## config.mk

```make
export PLATFORM = sky130hd
export DESIGN_NAME = wdmc_top
export DESIGN_NICKNAME = d
export VERILOG_FILES = /design/src/hw/wdmc_pkg.sv /design/src/hw/wdmc_top.sv
export SDC_FILE = /design/constraint.sdc
export NUM_CORES = 1
export LEC_CHECK = 0
export ABC_CLOCK_PERIOD_IN_PS = 3350
export BUFFER_PORTS_ARGS = -buffer_cell sky130_fd_sc_hd__buf_2
export CORE_MARGIN = 5
export CORE_UTILIZATION = 47
export CTS_CLUSTER_DIAMETER = 40
export CTS_CLUSTER_SIZE = 16
export DETAILED_ROUTE_END_ITERATION = 16
export PLACE_DENSITY = 0.76
export SYNTH_ARGS = -nofsm -noshare
export SYNTH_HDL_FRONTEND = slang
export SYNTH_SLANG_ARGS = --single-unit
export TNS_END_PERCENT = 10
```

## constraint.sdc

```tcl
create_clock -name clk_i -period 3.35 [get_ports clk_i]
set_input_delay 0.1675 -clock clk_i [delete_from_list [all_inputs] [get_ports clk_i]]
set_output_delay 0.1675 -clock clk_i [all_outputs]
set_load 0.02 [all_outputs]
```

## src/hw/wdmc_pkg.sv

```systemverilog
/*
  Constants, types and reset state for the watchdog mode control block.
  Assumes a 100 MHz system clock and a 31 kHz low frequency oscillator pin.
*/
package wdmc_pkg;

  // Time base
  localparam int unsigned LFOSC_KHZ   = 31;
  localparam int unsigned BASE_US     = 1000;
  localparam logic [4:0]  OSC_PER_MS  = 5'(LFOSC_KHZ * BASE_US / 1000);
  localparam int unsigned MS_W        = 19;
  localparam logic [4:0]  PS_MAX      = 5'h12;
  localparam logic [4:0]  PS_DEFAULT  = 5'h0b;

  // Register byte offsets
  localparam logic [7:0]  ADR_CTRL    = 8'h00;
  localparam logic [7:0]  ADR_STATUS  = 8'h04;
  localparam logic [7:0]  ADR_MASK    = 8'h08;
  localparam logic [7:0]  ADR_CMD     = 8'h0c;

  // Field positions
  localparam int unsigned CTRL_SWEN   = 0;
  localparam int unsigned CTRL_PS_LSB = 1;
  localparam int unsigned CMD_CLR     = 0;

  typedef enum logic [1:0] {
    WDMC_OFF     = 2'h0,
    WDMC_SW      = 2'h1,
    WDMC_NOSLEEP = 2'h2,
    WDMC_ON      = 2'h3
  } wdmc_mode_t;

  // Status and mask layout: bit0 timeout, bit1 powerdown, bit2 wake
  typedef struct packed {
    logic wake;
    logic pd;
    logic to;
  } wdmc_flags_t;

  typedef struct packed {
    logic [2:0]      sync;
    logic            lvl;
    wdmc_mode_t      mode;
    logic            loaded;
    logic            swen;
    logic [4:0]      ps;
    logic [4:0]      div;
    logic [MS_W-1:0] ms;
    wdmc_flags_t     st;
    wdmc_flags_t     mask;
    logic            slp;
    logic            rst_p;
    logic            wake_p;
    logic            ack;
    logic [31:0]     rdat;
  } wdmc_state_t;

  localparam logic [MS_W-1:0] MS_ZERO    = 19'h0_0000;
  localparam wdmc_flags_t     FLAGS_ZERO = 3'h0;

  localparam wdmc_state_t ST_RST = '{
    sync:   3'h0,
    lvl:    1'h0,
    mode:   WDMC_OFF,
    loaded: 1'h0,
    swen:   1'h0,
    ps:     PS_DEFAULT,
    div:    5'h00,
    ms:     MS_ZERO,
    st:     FLAGS_ZERO,
    mask:   FLAGS_ZERO,
    slp:    1'h0,
    rst_p:  1'h0,
    wake_p: 1'h0,
    ack:    1'h0,
    rdat:   32'h0000_0000
  };

endpackage

```

## src/hw/wdmc_top.sv

```systemverilog
/*
  Watchdog timer with configuration selected mode, software control register,
  sticky status with mask and one interrupt, on a classic Wishbone slave.
  Assumes lfosc_i is the free running 31 kHz oscillator, asynchronous to clk_i;
  all other inputs come from logic on clk_i. mode_cfg_i is static after reset.
*/
// Operation
// - The counter advances only on edges of the low frequency oscillator.
// - Every 31 oscillator edges make one nominal millisecond of count.
// - A two bit configuration field picks one of four modes.
// - Mode 11 keeps the watchdog running at all times, Sleep included.
// - Mode 10 runs while awake and stops the watchdog in Sleep.
// - Mode 01 runs only while the software enable bit is set.
// - In mode 01 Sleep has no say in whether the watchdog runs.
// - A prescale field sets a timeout of 2^n ms with n capped at 18, two seconds after reset.
// - Reset, clear, Sleep entry and exit, osc fail, disable and start-up clear it.
// - After wake the count stays clear while the start-up timer runs.
// - A timeout in Sleep wakes the device and sets timeout and powerdown flags.
`timescale 1ns/10ps
module wdmc_top import wdmc_pkg::*; (
  input  wire logic        clk_i,
  input  wire logic        rst_i,
  input  wire logic        lfosc_i,
  input  wire logic [1:0]  mode_cfg_i,
  input  wire logic        sleep_i,
  input  wire logic        watchdog_clear_instr_i,
  input  wire logic        osc_fail_i,
  input  wire logic        ost_running_i,
  input  wire logic        cyc_i,
  input  wire logic        stb_i,
  input  wire logic        we_i,
  input  wire logic [7:0]  adr_i,
  input  wire logic [3:0]  sel_i,
  input  wire logic [31:0] dat_i,
  output logic      [31:0] dat_o,
  output logic             ack_o,
  output logic             wdt_reset_o,
  output logic             wake_o,
  output logic             active_o,
  output logic             timeout_flag_o,
  output logic             powerdown_flag_o,
  output logic             irq_o
);

  wdmc_state_t     s_q;
  wdmc_state_t     s_d;
  logic            agree;
  logic            rise;
  logic            active;
  logic            hit;
  logic            wr;
  logic            sw_clear;
  logic            clr;
  logic            ms_tick;
  logic            expire;
  logic [4:0]      ps_eff;
  logic [MS_W-1:0] term;
  wdmc_flags_t     set_f;
  wdmc_flags_t     clr_f;

  // Oscillator edge: second and third stages must agree
  assign agree = s_q.sync[1] == s_q.sync[2];
  assign rise  = agree & s_q.sync[2] & ~s_q.lvl;

  always_comb begin
    unique case (s_q.mode)
      WDMC_ON:      active = 1'b1;
      WDMC_NOSLEEP: active = ~sleep_i;
      WDMC_SW:      active = s_q.swen;
      WDMC_OFF:     active = 1'b0;
    endcase
  end

  // Wishbone: ack one cycle after the strobe, write lands on the ack edge
  assign hit      = cyc_i & stb_i;
  assign wr       = hit & we_i & s_q.ack & sel_i[0];
  assign sw_clear = watchdog_clear_instr_i | (wr & (adr_i == ADR_CMD) & dat_i[CMD_CLR]);

  assign clr = sw_clear | (sleep_i != s_q.slp) | osc_fail_i | ~active | ost_running_i;

  assign ps_eff  = (s_q.ps > PS_MAX) ? PS_MAX : s_q.ps;
  assign term    = (MS_W'(1) << ps_eff) - MS_W'(1);
  assign ms_tick = ~clr & rise & (s_q.div == OSC_PER_MS - 5'h01);
  // A count already past a newly shortened period expires at the next tick
  assign expire  = ms_tick & (s_q.ms >= term);

  assign set_f = '{wake: expire & sleep_i, pd: expire & sleep_i, to: expire};
  assign clr_f = (wr & (adr_i == ADR_STATUS)) ? wdmc_flags_t'(dat_i[2:0]) : FLAGS_ZERO;

  always_comb begin
    s_d        = s_q;
    s_d.sync   = {s_q.sync[1:0], lfosc_i};
    s_d.rst_p  = 1'b0;
    s_d.wake_p = 1'b0;
    s_d.slp    = sleep_i;
    if (agree) begin
      s_d.lvl = s_q.sync[2];
    end
    if (!s_q.loaded) begin
      s_d.mode   = wdmc_mode_t'(mode_cfg_i);
      s_d.loaded = 1'b1;
    end
    // Counter
    if (clr) begin
      s_d.div = 5'h00;
      s_d.ms  = MS_ZERO;
    end else if (rise) begin
      if (ms_tick) begin
        s_d.div = 5'h00;
        s_d.ms  = expire ? MS_ZERO : s_q.ms + MS_W'(1);
      end else begin
        s_d.div = s_q.div + 5'h01;
      end
    end
    if (expire) begin
      if (sleep_i) begin
        s_d.wake_p = 1'b1;
      end else begin
        s_d.rst_p = 1'b1;
      end
    end
    // Set wins over a write-one clear
    s_d.st = (s_q.st & ~clr_f) | set_f;
    // Register writes
    if (wr && adr_i == ADR_CTRL) begin
      s_d.swen = dat_i[CTRL_SWEN];
      s_d.ps   = dat_i[CTRL_PS_LSB +: 5];
    end
    if (wr && adr_i == ADR_MASK) begin
      s_d.mask = wdmc_flags_t'(dat_i[2:0]);
    end
    // Bus answer and read data
    s_d.ack = hit & ~s_q.ack;
    if (hit && !s_q.ack) begin
      unique case (adr_i)
        ADR_CTRL:   s_d.rdat = {26'h000_0000, s_q.ps, s_q.swen};
        ADR_STATUS: s_d.rdat = {29'h000_0000, s_q.st};
        ADR_MASK:   s_d.rdat = {29'h000_0000, s_q.mask};
        default:    s_d.rdat = 32'h0000_0000;
      endcase
    end
  end

  always_ff @(posedge clk_i) begin
    if (rst_i) begin
      s_q <= ST_RST;
    end else begin
      s_q <= s_d;
    end
  end

  assign dat_o            = s_q.rdat;
  assign ack_o            = s_q.ack;
  assign wdt_reset_o      = s_q.rst_p;
  assign wake_o           = s_q.wake_p;
  assign active_o         = active;
  assign timeout_flag_o   = s_q.st.to;
  assign powerdown_flag_o = s_q.st.pd;
  assign irq_o            = |(s_q.st & s_q.mask);
endmodule
```

==> impl_metrics.env, run 1 <==
export IMPL_worstPathRequired_ns=3.61
export IMPL_critical_path_class="reg -> reg"
export IMPL_routedWlPerCell_microns=13.6
export IMPL_tightest_slew_ns=0.565
export IMPL_r2r_start="s_q[68]"
export IMPL_netlist_instances=399
export IMPL_setup_viol=0
export IMPL_antennaDiodeCount=0
export IMPL_rr_worst_depth=15
export IMPL_dr_first_iter_drc_count=184
export IMPL_ys_async_sr_fraction_pct=0
export IMPL_hold_viol=0
export IMPL_ys_top_cells_by_area="dfxtp_1 (33%), ha_1 (9.2%), buf_4 (7.4%)"
export IMPL_vias_per_cell=5.50
export IMPL_cts_tree="done"
export IMPL_cts_htree_levels=2
export IMPL_cp_start_kind="flip-flop"
export IMPL_vias=2837
export IMPL_syn_avg_cell_area_sq_um=8.15
export IMPL_r2r_setup_slack_ns=0.18
export IMPL_core_area_sq_mm=0.00676
export IMPL_cp_end_kind="flip-flop"
export IMPL_slew_violations=0
export IMPL_whs_path_depth=3
export IMPL_grt_total_usage_pct=16.5
export IMPL_min_from="dat_i[4]"
export IMPL_drive_gt1_share_pct=16.3
export IMPL_finalCriticalPeriod_ns=3.17
export IMPL_die_area_sq_mm=0.00869
export IMPL_p_leak_nw=1.50
export IMPL_dpl_cell_area_sq_mm=0.00340
export IMPL_min_to="s_q[69]"
export IMPL_yosys_register_bits=53
export IMPL_ys_seq_area_share_pct=32.6
export IMPL_crit_slowest_cell="or3_1"
export IMPL_pre_cts_ws_ns=0.100
export IMPL_clk_pin_slew_ns=0.11
export IMPL_dr_pass1_iters=6
export IMPL_place_hpwl_microns=5470
export IMPL_io_pins=95
export IMPL_drcViolationCount=0
export IMPL_cap_violations=0
export IMPL_cts_root_buf="clkbuf_8"
export IMPL_cts_buffer_depth=2
export IMPL_antenna_found_initial=0
export IMPL_nFillCells=641
export IMPL_multi_input_area_sq_mm=0.00194
export IMPL_nNetsFinal=515
export IMPL_finalCritPeriodShare_pct=94.6
export IMPL_status="completed"
export IMPL_synth_distinct_cells=50
export IMPL_globalplace_congestion=0.821
export IMPL_grt_max_degree=26
export IMPL_grt_pass1_vias=2610
export IMPL_fin_skew_ns=0.00902
export IMPL_syn_area_sq_mm=0.00325
export IMPL_vdd_drop_max_v=0.000283
export IMPL_arrival_ns=3.43
export IMPL_die_w_microns=93.2
export IMPL_ant_nets=0
export IMPL_synth_top_area_cell="dfxtp_1"
export IMPL_numCtsBuffers=5
export IMPL_rows=30
export IMPL_ys_warnings_count=0
export IMPL_crit_path_max_incr_delay_ns=0.34
export IMPL_insertion_delay_ns=0.32
export IMPL_seq_area_sq_mm=0.00106
export IMPL_start_util_pct=48.1
export IMPL_wl_microns=7010
export IMPL_port_buffers=39
export IMPL_synth_flop_cell="dfxtp_1"
export IMPL_netlist_area_leader_share_pct=32.6
export IMPL_fmaxAchievable_ghz=0.316
export IMPL_cts_sinks=53
export IMPL_crit_chain="nor3_1 > buf_4 > nand3b_1 > ha_1 > or3_1 > o21ai_0 > a32oi_1 > ha_1 > nand4_1 > a21oi_1 > o31ai_1 > a31o_2 > o21ai_2 > buf_4 > nor2_1"
export IMPL_hold_class="in -> reg"
export IMPL_power_density_mw_per_mm2=332
export IMPL_r2r_end="s_q[55]"
export IMPL_slew_headroom_pct=62.0
export IMPL_grt_pass1_wl_microns=11800
export IMPL_synth_edf_count=0
export IMPL_fin_hold_ws_ns=0.0603
export IMPL_finalSetupTns_ns=0
export IMPL_overflow=0
export IMPL_die_y_microns=93.2
export IMPL_synthToLayoutAreaGrowth_pct=8.85
export IMPL_cp_max_fo=15
export IMPL_design_area_sq_mm=0.00354
export IMPL_worst_slack_ns=0.182
-- repair_timing --
item | in CTS | in global routing
buffers inserted | 0 | 1
hold buffers | 0 | 0
resized for setup | 0 | 3
endpoints found under the setup margin | 0 | 17
-- report_power, final --
group / internal, mW / switching, mW / total (mW)
Combinational: 0.0207 / 0.0543 / 0.0750
Sequential: 0.635 / 0.00405 / 0.639
Clock: 0.228 / 0.233 / 0.461
Total: 0.883 / 0.292 / 1.17
-- how the worst max path moves through the flow --
stage                 start      end  cells past startpoint
finish              s_q[68]  s_q[55]                     15
global route        s_q[69]  s_q[51]                     15
CTS                 s_q[68]  s_q[55]                     17
detailed placement  s_q[68]  s_q[57]                     17
global placement    s_q[68]  s_q[51]                     17
floorplan           s_q[69]  s_q[51]                     15
-- synth_stat cells (2+ instances only) --
cell type / number
nor2_1: 54
dfxtp_1: 53
nand2_1: 33
buf_4: 32
ha_1: 24
nand3_1: 20
o21ai_0: 19
a21oi_1: 18
xor2_1: 14
inv_1: 13
mux2i_1: 13
nand4_1: 13
clkbuf_1: 10
nor3_1: 9
a22oi_1: 7
nor2b_1: 7
xnor2_1: 7
nand2b_1: 4
o211ai_1: 4
nand3b_1: 3
nor4_1: 3
or3_1: 3
a211oi_1: 2
a21boi_0: 2
a31oi_1: 2
and3_1: 2
and3_2: 2
and4_2: 2
o31ai_1: 2
o32ai_1: 2
-- critical path, delay by kind of cell, from the launching register on --
kind                       cells  cell delay, ns
and+or+nand+nor                5            0.83
adders and majority gates      2            0.59
buffers and inverters          2            0.35
DFF                            1            0.33
AOI/OAI and AO/OA              6            1.01
-- final cells by class --
class,instances,area share [%]
multi-input combinational,313,54.9
inverter,13,1.38
tap,80,2.83
timing repair buffer,49,7.63
clock buffer,5,1.94
clock inverter,3,1.38
sequential,53,30.0
-- stage by stage --
stage / cells / utilization [%] / total power [mW]
2_1_floorplan: 424 / - / 0.727
3_3_place_gp: 507 / 50.4 / 0.725
3_5_place_dp: 507 / 50.4 / 0.726
4_1_cts: 515 / 52.1 / 1.18
5_1_grt: 516 / 52.4 / 1.22
6_report: 516 / 52.4 / 1.17
-- flip-flops by register name, indices dropped and copies added (netlist names) --
name              cells
powerdown_flag_o      1
dat_o                 6
timeout_flag_o        1
wdt_reset_o           1
ack_o                 1
s_d                   2
wake_o                1
s_q                  40
-- cell usage in the layout, fill, tap and decap left out, drive strengths merged, types with 4 or more instances in the layout --
cell type  count
a21oi         18
a22oi          7
and3           4
buf           49
clkbuf         5
conb          26
dfxtp         53
ha            24
inv           14
mux2i         13
nand2         33
nand2b         4
nand3         20
nand4         13
nor2          55
nor2b          7
nor3           9
o211ai         5
o21ai         20
xnor2          7
xor2          14
-- logic make-up (layout without fill, tap and decap cells) --
family                     Yosys count  count (layout)  synth area share [%]
AOI/OAI and AO/OA                   68              68                  13.4
xor gates and xnor gates            21              21                  5.65
adders and majority gates           24              24                  9.23
buffers and inverters               58              70                  11.0
DFF                                 53              53                  32.6
muxes                               13              13                  4.00
other                                1              26                 0.115
and+or+nand+nor                    161             161                  24.0
-- layer usage --
metal / vias to the layer above / routed length (microns) / GRT usage, %
li1: 1414 / - / -
met1: 1350 / 3210 / 21.3
met2: 65 / 3430 / 27.9
met3: 8 / 276 / 3.06
met4: 0 / 80 / 5.01
met5: - / 0 / 0
No activity file was read; power rests on OpenSTA's default activity.
==> run 2, diff against run 1 <==
CORE_UTILIZATION = 45   (was 47)
PLACE_DENSITY = 0.74   (was 0.76)
==> run 2 against run 1 <==
Effect of this change:
- sequential share of layout area decreased by 0.55 points
- critical path depth stayed put
- sequential power barely moved
- register-to-register slack is essentially flat
- largest cell class unchanged
==> impl_metrics.env, run 2 (same netlist as run 1, synthesis figures left out) <==
export IMPL_status="completed"
export IMPL_cp_start_kind="flip-flop"
export IMPL_fmaxAchievable_ghz=0.315
export IMPL_crit_path_max_incr_delay_ns=0.34
export IMPL_synthToLayoutAreaGrowth_pct=11.2
export IMPL_die_y_microns=95.0
export IMPL_routedWlPerCell_microns=13.0
export IMPL_vias_per_cell=5.22
export IMPL_clk_pin_slew_ns=0.10
export IMPL_antennaDiodeCount=0
export IMPL_worstPathRequired_ns=3.60
export IMPL_placed_cells=526
export IMPL_critPathBufInv=2
export IMPL_cp_max_fo=15
export IMPL_switchingPower_mw=0.290
export IMPL_power_density_mw_per_mm2=325
export IMPL_antenna_found_initial=0
export IMPL_drive_gt1_share_pct=18.8
export IMPL_cap_violations=0
export IMPL_p_comb_share_pct=6.4
export IMPL_p_int_mw=0.884
export IMPL_setup_viol=0
export IMPL_hold_viol=0
export IMPL_crit_family="compound AO/OA/AOI/OAI gates"
export IMPL_crit_chain="nor3_2 > buf_4 > nand3b_1 > ha_2 > or3_4 > o31ai_2 > a22oi_1 > ha_1 > nand3_2 > a21boi_0 > o31ai_1 > a31o_2 > o21ai_2 > buf_12 > nor2_1"
export IMPL_grt_pass1_vias=2629
export IMPL_whs_path_depth=2
export IMPL_io_pins=95
export IMPL_grt_total_usage_pct=16.5
export IMPL_drcViolationCount=0
export IMPL_die_area_sq_mm=0.00903
export IMPL_ant_nets=0
export IMPL_rows=31
export IMPL_seq_power_share_pct=54.4
export IMPL_finalCritPeriodShare_pct=94.9
export IMPL_final_cell_mix="nor2_1 (51), dfxtp_1 (51), buf_2 (39)"
export IMPL_fin_hold_ws_ns=0.0602
export IMPL_port_buffers=39
export IMPL_ctsHoldBuffers=0
export IMPL_numCtsBuffers=5
export IMPL_wl_microns=6990
export IMPL_place_hpwl_microns=5330
export IMPL_dr_first_iter_drc_count=194
export IMPL_critical_path_class="reg -> reg"
export IMPL_dr_pass1_iters=4
export IMPL_seq_area_sq_mm=0.00106
export IMPL_arrival_ns=3.43
export IMPL_largest_register_ffs=40
export IMPL_cts_buffer_depth=2
export IMPL_vdd_drop_max_v=0.000192
export IMPL_largest_register="s_q"
export IMPL_slew_headroom_pct=58.9
export IMPL_globalplace_congestion=0.843
export IMPL_cp_end_kind="flip-flop"
export IMPL_die_w_microns=95.0
export IMPL_start_util_pct=45.6
export IMPL_hold_class="in -> reg"
export IMPL_p_leak_nw=1.52
export IMPL_cts_root_buf="clkbuf_8"
export IMPL_overflow=0
export IMPL_multi_input_area_sq_mm=0.00197
export IMPL_slew_violations=0
export IMPL_vias=2800
export IMPL_clkPwrFrac_pct=39.2
export IMPL_nFillCells=719
export IMPL_grt_pass1_wl_microns=12000
export IMPL_layoutNonFillerInstCount=536
export IMPL_finalCriticalPeriod_ns=3.18
export IMPL_cp_depth=15
export IMPL_rr_worst_depth=15
export IMPL_fin_skew_ns=0.00771
export IMPL_insertion_delay_ns=0.31
export IMPL_core_area_sq_mm=0.00714
export IMPL_tightest_slew_ns=0.611
export IMPL_grt_max_degree=26
export IMPL_crit_slowest_cell="dfxtp_2"
export IMPL_cts_tree="done"
export IMPL_p_sw_share_pct=24.7
export IMPL_cts_htree_levels=2
export IMPL_nNetsFinal=516
export IMPL_cts_sinks=53
-- run 2: cell types whose count changed in the layout (fill, tap and decap cells not counted), moves of 2 or more --
cell,before,now
dfxtp_2,0,2
nor2_1,53,51
nor3_2,0,2
dfxtp_1,53,51
nor2_2,2,4
-- run 2: per-layer routing --
metal  GRT usage [%]  vias to the layer above  wire length [microns]  part of all wire [%]
met4            6.49                        0                    103                   1.5
met1            21.7                     1304                   3180                    45
met3            3.24                       10                    363                   5.2
met2            26.5                       71                   3340                    48
li1                -                     1415                      -                     -
met5               0                        -                      0                     0
-- run 2: path summary, 6_finish.rpt --
check | endpoint | startpoint | slack [ns]
max | s_q[49] | s_q[68] | 0.17
min | s_d[77] | lfosc_i | 0.06
max reg2reg | s_q[49] | s_q[68] | 0.17
min reg2reg | s_d[78] | s_d[77] | 0.46
-- run 2: layout make-up --
type / count / share of cell area, %
Clock buffer: 5 / 1.90
Clock inverter: 3 / 1.35
Inverter: 13 / 1.35
Multi-Input combinational cell: 313 / 54.5
Sequential cell: 53 / 29.4
Tap cell: 99 / 3.43
Timing Repair Buffer: 50 / 8.03
-- run 2: power by group through the flow --
stage	logic [mW]	registers [mW]	clock network [mW]
final	0.0749	0.638	0.461
after global routing	0.0832	0.639	0.496
after CTS	0.0738	0.638	0.468
after detailed placement	0.0736	0.653	0
after global placement	0.0726	0.653	0
after floorplan	0.0740	0.653	0
-- run 2: per-stage QoR --
| step | area, sq um | utilization, % | power (mW) | TNS, ns | setup WS [ns] |
|---|---|---|---|---|---|
| 3_3_place_gp | 3440 | 48.2 | 0.725 | 0 | 0.199 |
| 6_report | 3620 | 50.7 | 1.17 | 0 | 0.172 |
| 2_1_floorplan | 3350 | - | 0.727 | 0 | 0.227 |
| 5_1_grt | 3620 | 50.7 | 1.22 | -0.699 | -0.0707 |
| 3_5_place_dp | 3440 | 48.2 | 0.727 | 0 | 0.166 |
| 4_1_cts | 3560 | 49.8 | 1.18 | 0 | 0.131 |
-- run 2: repair_timing --
action	CTS	global route
resized for setup	0	12
setup endpoints to repair	0	18
buffers inserted	0	2
==> run 3, diff against run 2 <==
CELL_PAD_IN_SITES_DETAIL_PLACEMENT = 2   (was default)
CELL_PAD_IN_SITES_GLOBAL_PLACEMENT = 2   (was default)
CORE_UTILIZATION = 27   (was 45)
PLACE_DENSITY = default   (was 0.74)
PLACE_DENSITY_LB_ADDON = 0.1   (was default)
==> run 3 against run 2 <==
Effect of this change:
- first-iteration DRC count decreased by 44%
- critical path depth unchanged
- wire length increased by 39%
- clock-buffer cell count increased by 1
- critical path type unchanged
==> impl_metrics.env, run 3 (same netlist as run 1, synthesis figures left out) <==
export IMPL_drive_gt1_share_pct=17.0
export IMPL_r2r_start="s_q[68]"
export IMPL_total_power_mw=1.27
export IMPL_cp_max_fo=4
export IMPL_finalCriticalPeriod_ns=3.12
export IMPL_pre_cts_ws_ns=0.0866
export IMPL_grt_pass1_vias=3029
export IMPL_vdd_drop_max_v=0.000274
export IMPL_r2r_end="s_q[43]"
export IMPL_die_area_sq_mm=0.0143
export IMPL_port_buffers=39
export IMPL_largest_register_ffs=40
export IMPL_largest_register="s_q"
export IMPL_p_leak_nw=1.52
export IMPL_arrival_ns=3.36
export IMPL_cp_end_kind="flip-flop"
export IMPL_place_hpwl_microns=7610
export IMPL_crit_family="compound AO/OA/AOI/OAI gates"
export IMPL_grt_pass1_wl_microns=15800
export IMPL_crit_path_max_incr_delay_ns=0.33
export IMPL_slew_headroom_pct=59.5
export IMPL_status="completed"
export IMPL_ctsHoldBuffers=0
export IMPL_io_pins=95
export IMPL_critical_path_class="reg -> reg"
export IMPL_grt_total_usage_pct=13.8
export IMPL_vias=2861
export IMPL_rr_worst_depth=15
export IMPL_grt_max_degree=26
export IMPL_cts_htree_levels=2
export IMPL_numCtsBuffers=5
export IMPL_globalplace_congestion=0.735
export IMPL_cap_violations=0
export IMPL_antennaDiodeCount=0
export IMPL_rows=40
export IMPL_use_met1_pct=17.8
export IMPL_cts_buffer_depth=2
export IMPL_cpMostUsedCell="buf_4"
export IMPL_cts_tree="done"
export IMPL_worstPathRequired_ns=3.58
export IMPL_dr_pass1_iters=4
export IMPL_rsz0062_at_grt="yes"
export IMPL_r2r_setup_slack_ns=0.23
export IMPL_hold_class="in -> reg"
export IMPL_fin_skew_ns=0.00782
export IMPL_power_density_mw_per_mm2=342
export IMPL_core_area_sq_mm=0.0119
export IMPL_cts_sinks=53
export IMPL_overflow=0
export IMPL_worst_slack_ns=0.225
export IMPL_dr_first_iter_drc_count=108
export IMPL_setup_viol=0
export IMPL_grt_use_met2_pct=22.8
export IMPL_start_util_pct=27.3
export IMPL_final_cell_mix="nor2_1 (53), dfxtp_1 (53), buf_2 (39)"
export IMPL_whs_path_depth=2
export IMPL_clk_pin_slew_ns=0.07
export IMPL_nFillCells=1384
export IMPL_busiest_layer="met2"
export IMPL_vias_per_cell=4.91
export IMPL_wl_microns=9710
export IMPL_finalSetupTns_ns=0
export IMPL_grt_use_met3_pct=3.68
export IMPL_post_cts_buffers=0
export IMPL_die_w_microns=120
export IMPL_drcViolationCount=0
export IMPL_routedWlPerCell_microns=16.7
export IMPL_die_y_microns=120
export IMPL_dpl_cell_area_sq_mm=0.00351
export IMPL_finalCritPeriodShare_pct=93.3
export IMPL_min_to="s_d[77]"
export IMPL_insertion_delay_ns=0.31
export IMPL_ant_nets=0
export IMPL_crit_slowest_cell="or3_1"
export IMPL_cp_start_kind="flip-flop"
export IMPL_fmaxAchievable_ghz=0.320
export IMPL_cts_root_buf="clkbuf_16"
export IMPL_hold_viol=0
export IMPL_crit_chain="nor3_1 > buf_4 > nand2_1 > ha_4 > or3_1 > o31ai_1 > a22oi_1 > ha_1 > nand4_1 > a21oi_2 > o31ai_2 > a31o_2 > buf_4 > nand3_1 > o21ai_0"
export IMPL_synthToLayoutAreaGrowth_pct=13.8
export IMPL_design_area_sq_mm=0.00370
export IMPL_nNetsFinal=516
export IMPL_tightest_slew_ns=0.606
export IMPL_critPathBufInv=2
export IMPL_antenna_found_initial=0
export IMPL_slew_violations=0
export IMPL_min_from="lfosc_i"
## run 3: cell types whose count changed in the layout (fill, tap and decap cells not counted), sizes merged
cell    before  now
bufinv       1    0
clkbuf       5    6
inv         14   13
## run 3: worst max-delay path by stage
stage                    to  slack (ns)  startpoint  cells after the start
floorplan           s_q[51]        0.23     s_q[69]                     15
global placement    s_q[53]        0.14     s_q[68]                     17
detailed placement  s_q[58]        0.09     s_q[69]                     17
CTS                 s_q[58]        0.07     s_q[69]                     17
global route        s_q[43]      -0.004     s_q[68]                     15
finish              s_q[43]        0.23     s_q[68]                     15
## run 3: where the power goes
group | internal (mW) | switching [mW]
logic | 0.0209 | 0.0574
clock network | 0.294 | 0.256
registers | 0.634 | 0.00391
total | 0.950 | 0.317
## run 3: area by class of cell
class                           instances  area (sq um)  share of cell area (%)
Multi-Input combinational cell        313          1970                    53.3
Sequential cell                        53          1060                    28.7
Timing Repair Buffer                   50           290                    7.84
Tap cell                              147           184                    4.97
Clock buffer                            6           139                    3.75
Inverter                               13          48.8                    1.32
Clock inverter                          1          7.51                   0.203
## run 3: timing repair
item / CTS / global route
setup endpoints to repair: 0 / 21
endpoints found under the hold margin: 0 / 0
gates resized for setup: 0 / 10
## run 3: stage by stage
step,hold WS (ns),utilization (%),std cells
after floorplan,0.239,-,424
after global placement,0.384,29.5,576
after detailed placement,0.385,29.5,576
after CTS,0.0578,30.7,583
after global routing,0.0921,31.1,583
final,0.0711,31.1,583
## run 3: worst reg2reg max path, cell delays in order (launching register included)
cell,delay [ns]
dfxtp_1,0.31
nor3_1,0.18
buf_4,0.17
nand2_1,0.12
ha_4,0.21
or3_1,0.33
o31ai_1,0.22
a22oi_1,0.14
ha_1,0.31
nand4_1,0.09
a21oi_2,0.04
o31ai_2,0.26
a31o_2,0.28
buf_4,0.16
nand3_1,0.07
o21ai_0,0.14
## run 3: per-layer routing
metal / wire length [microns] / share of wire, % / up-vias
met4: 113 / 1.2 / 0
met3: 357 / 3.7 / 9
li1: - / - / 1415
met2: 4620 / 48 / 37
met1: 4610 / 48 / 1400
met5: 0 / 0 / -
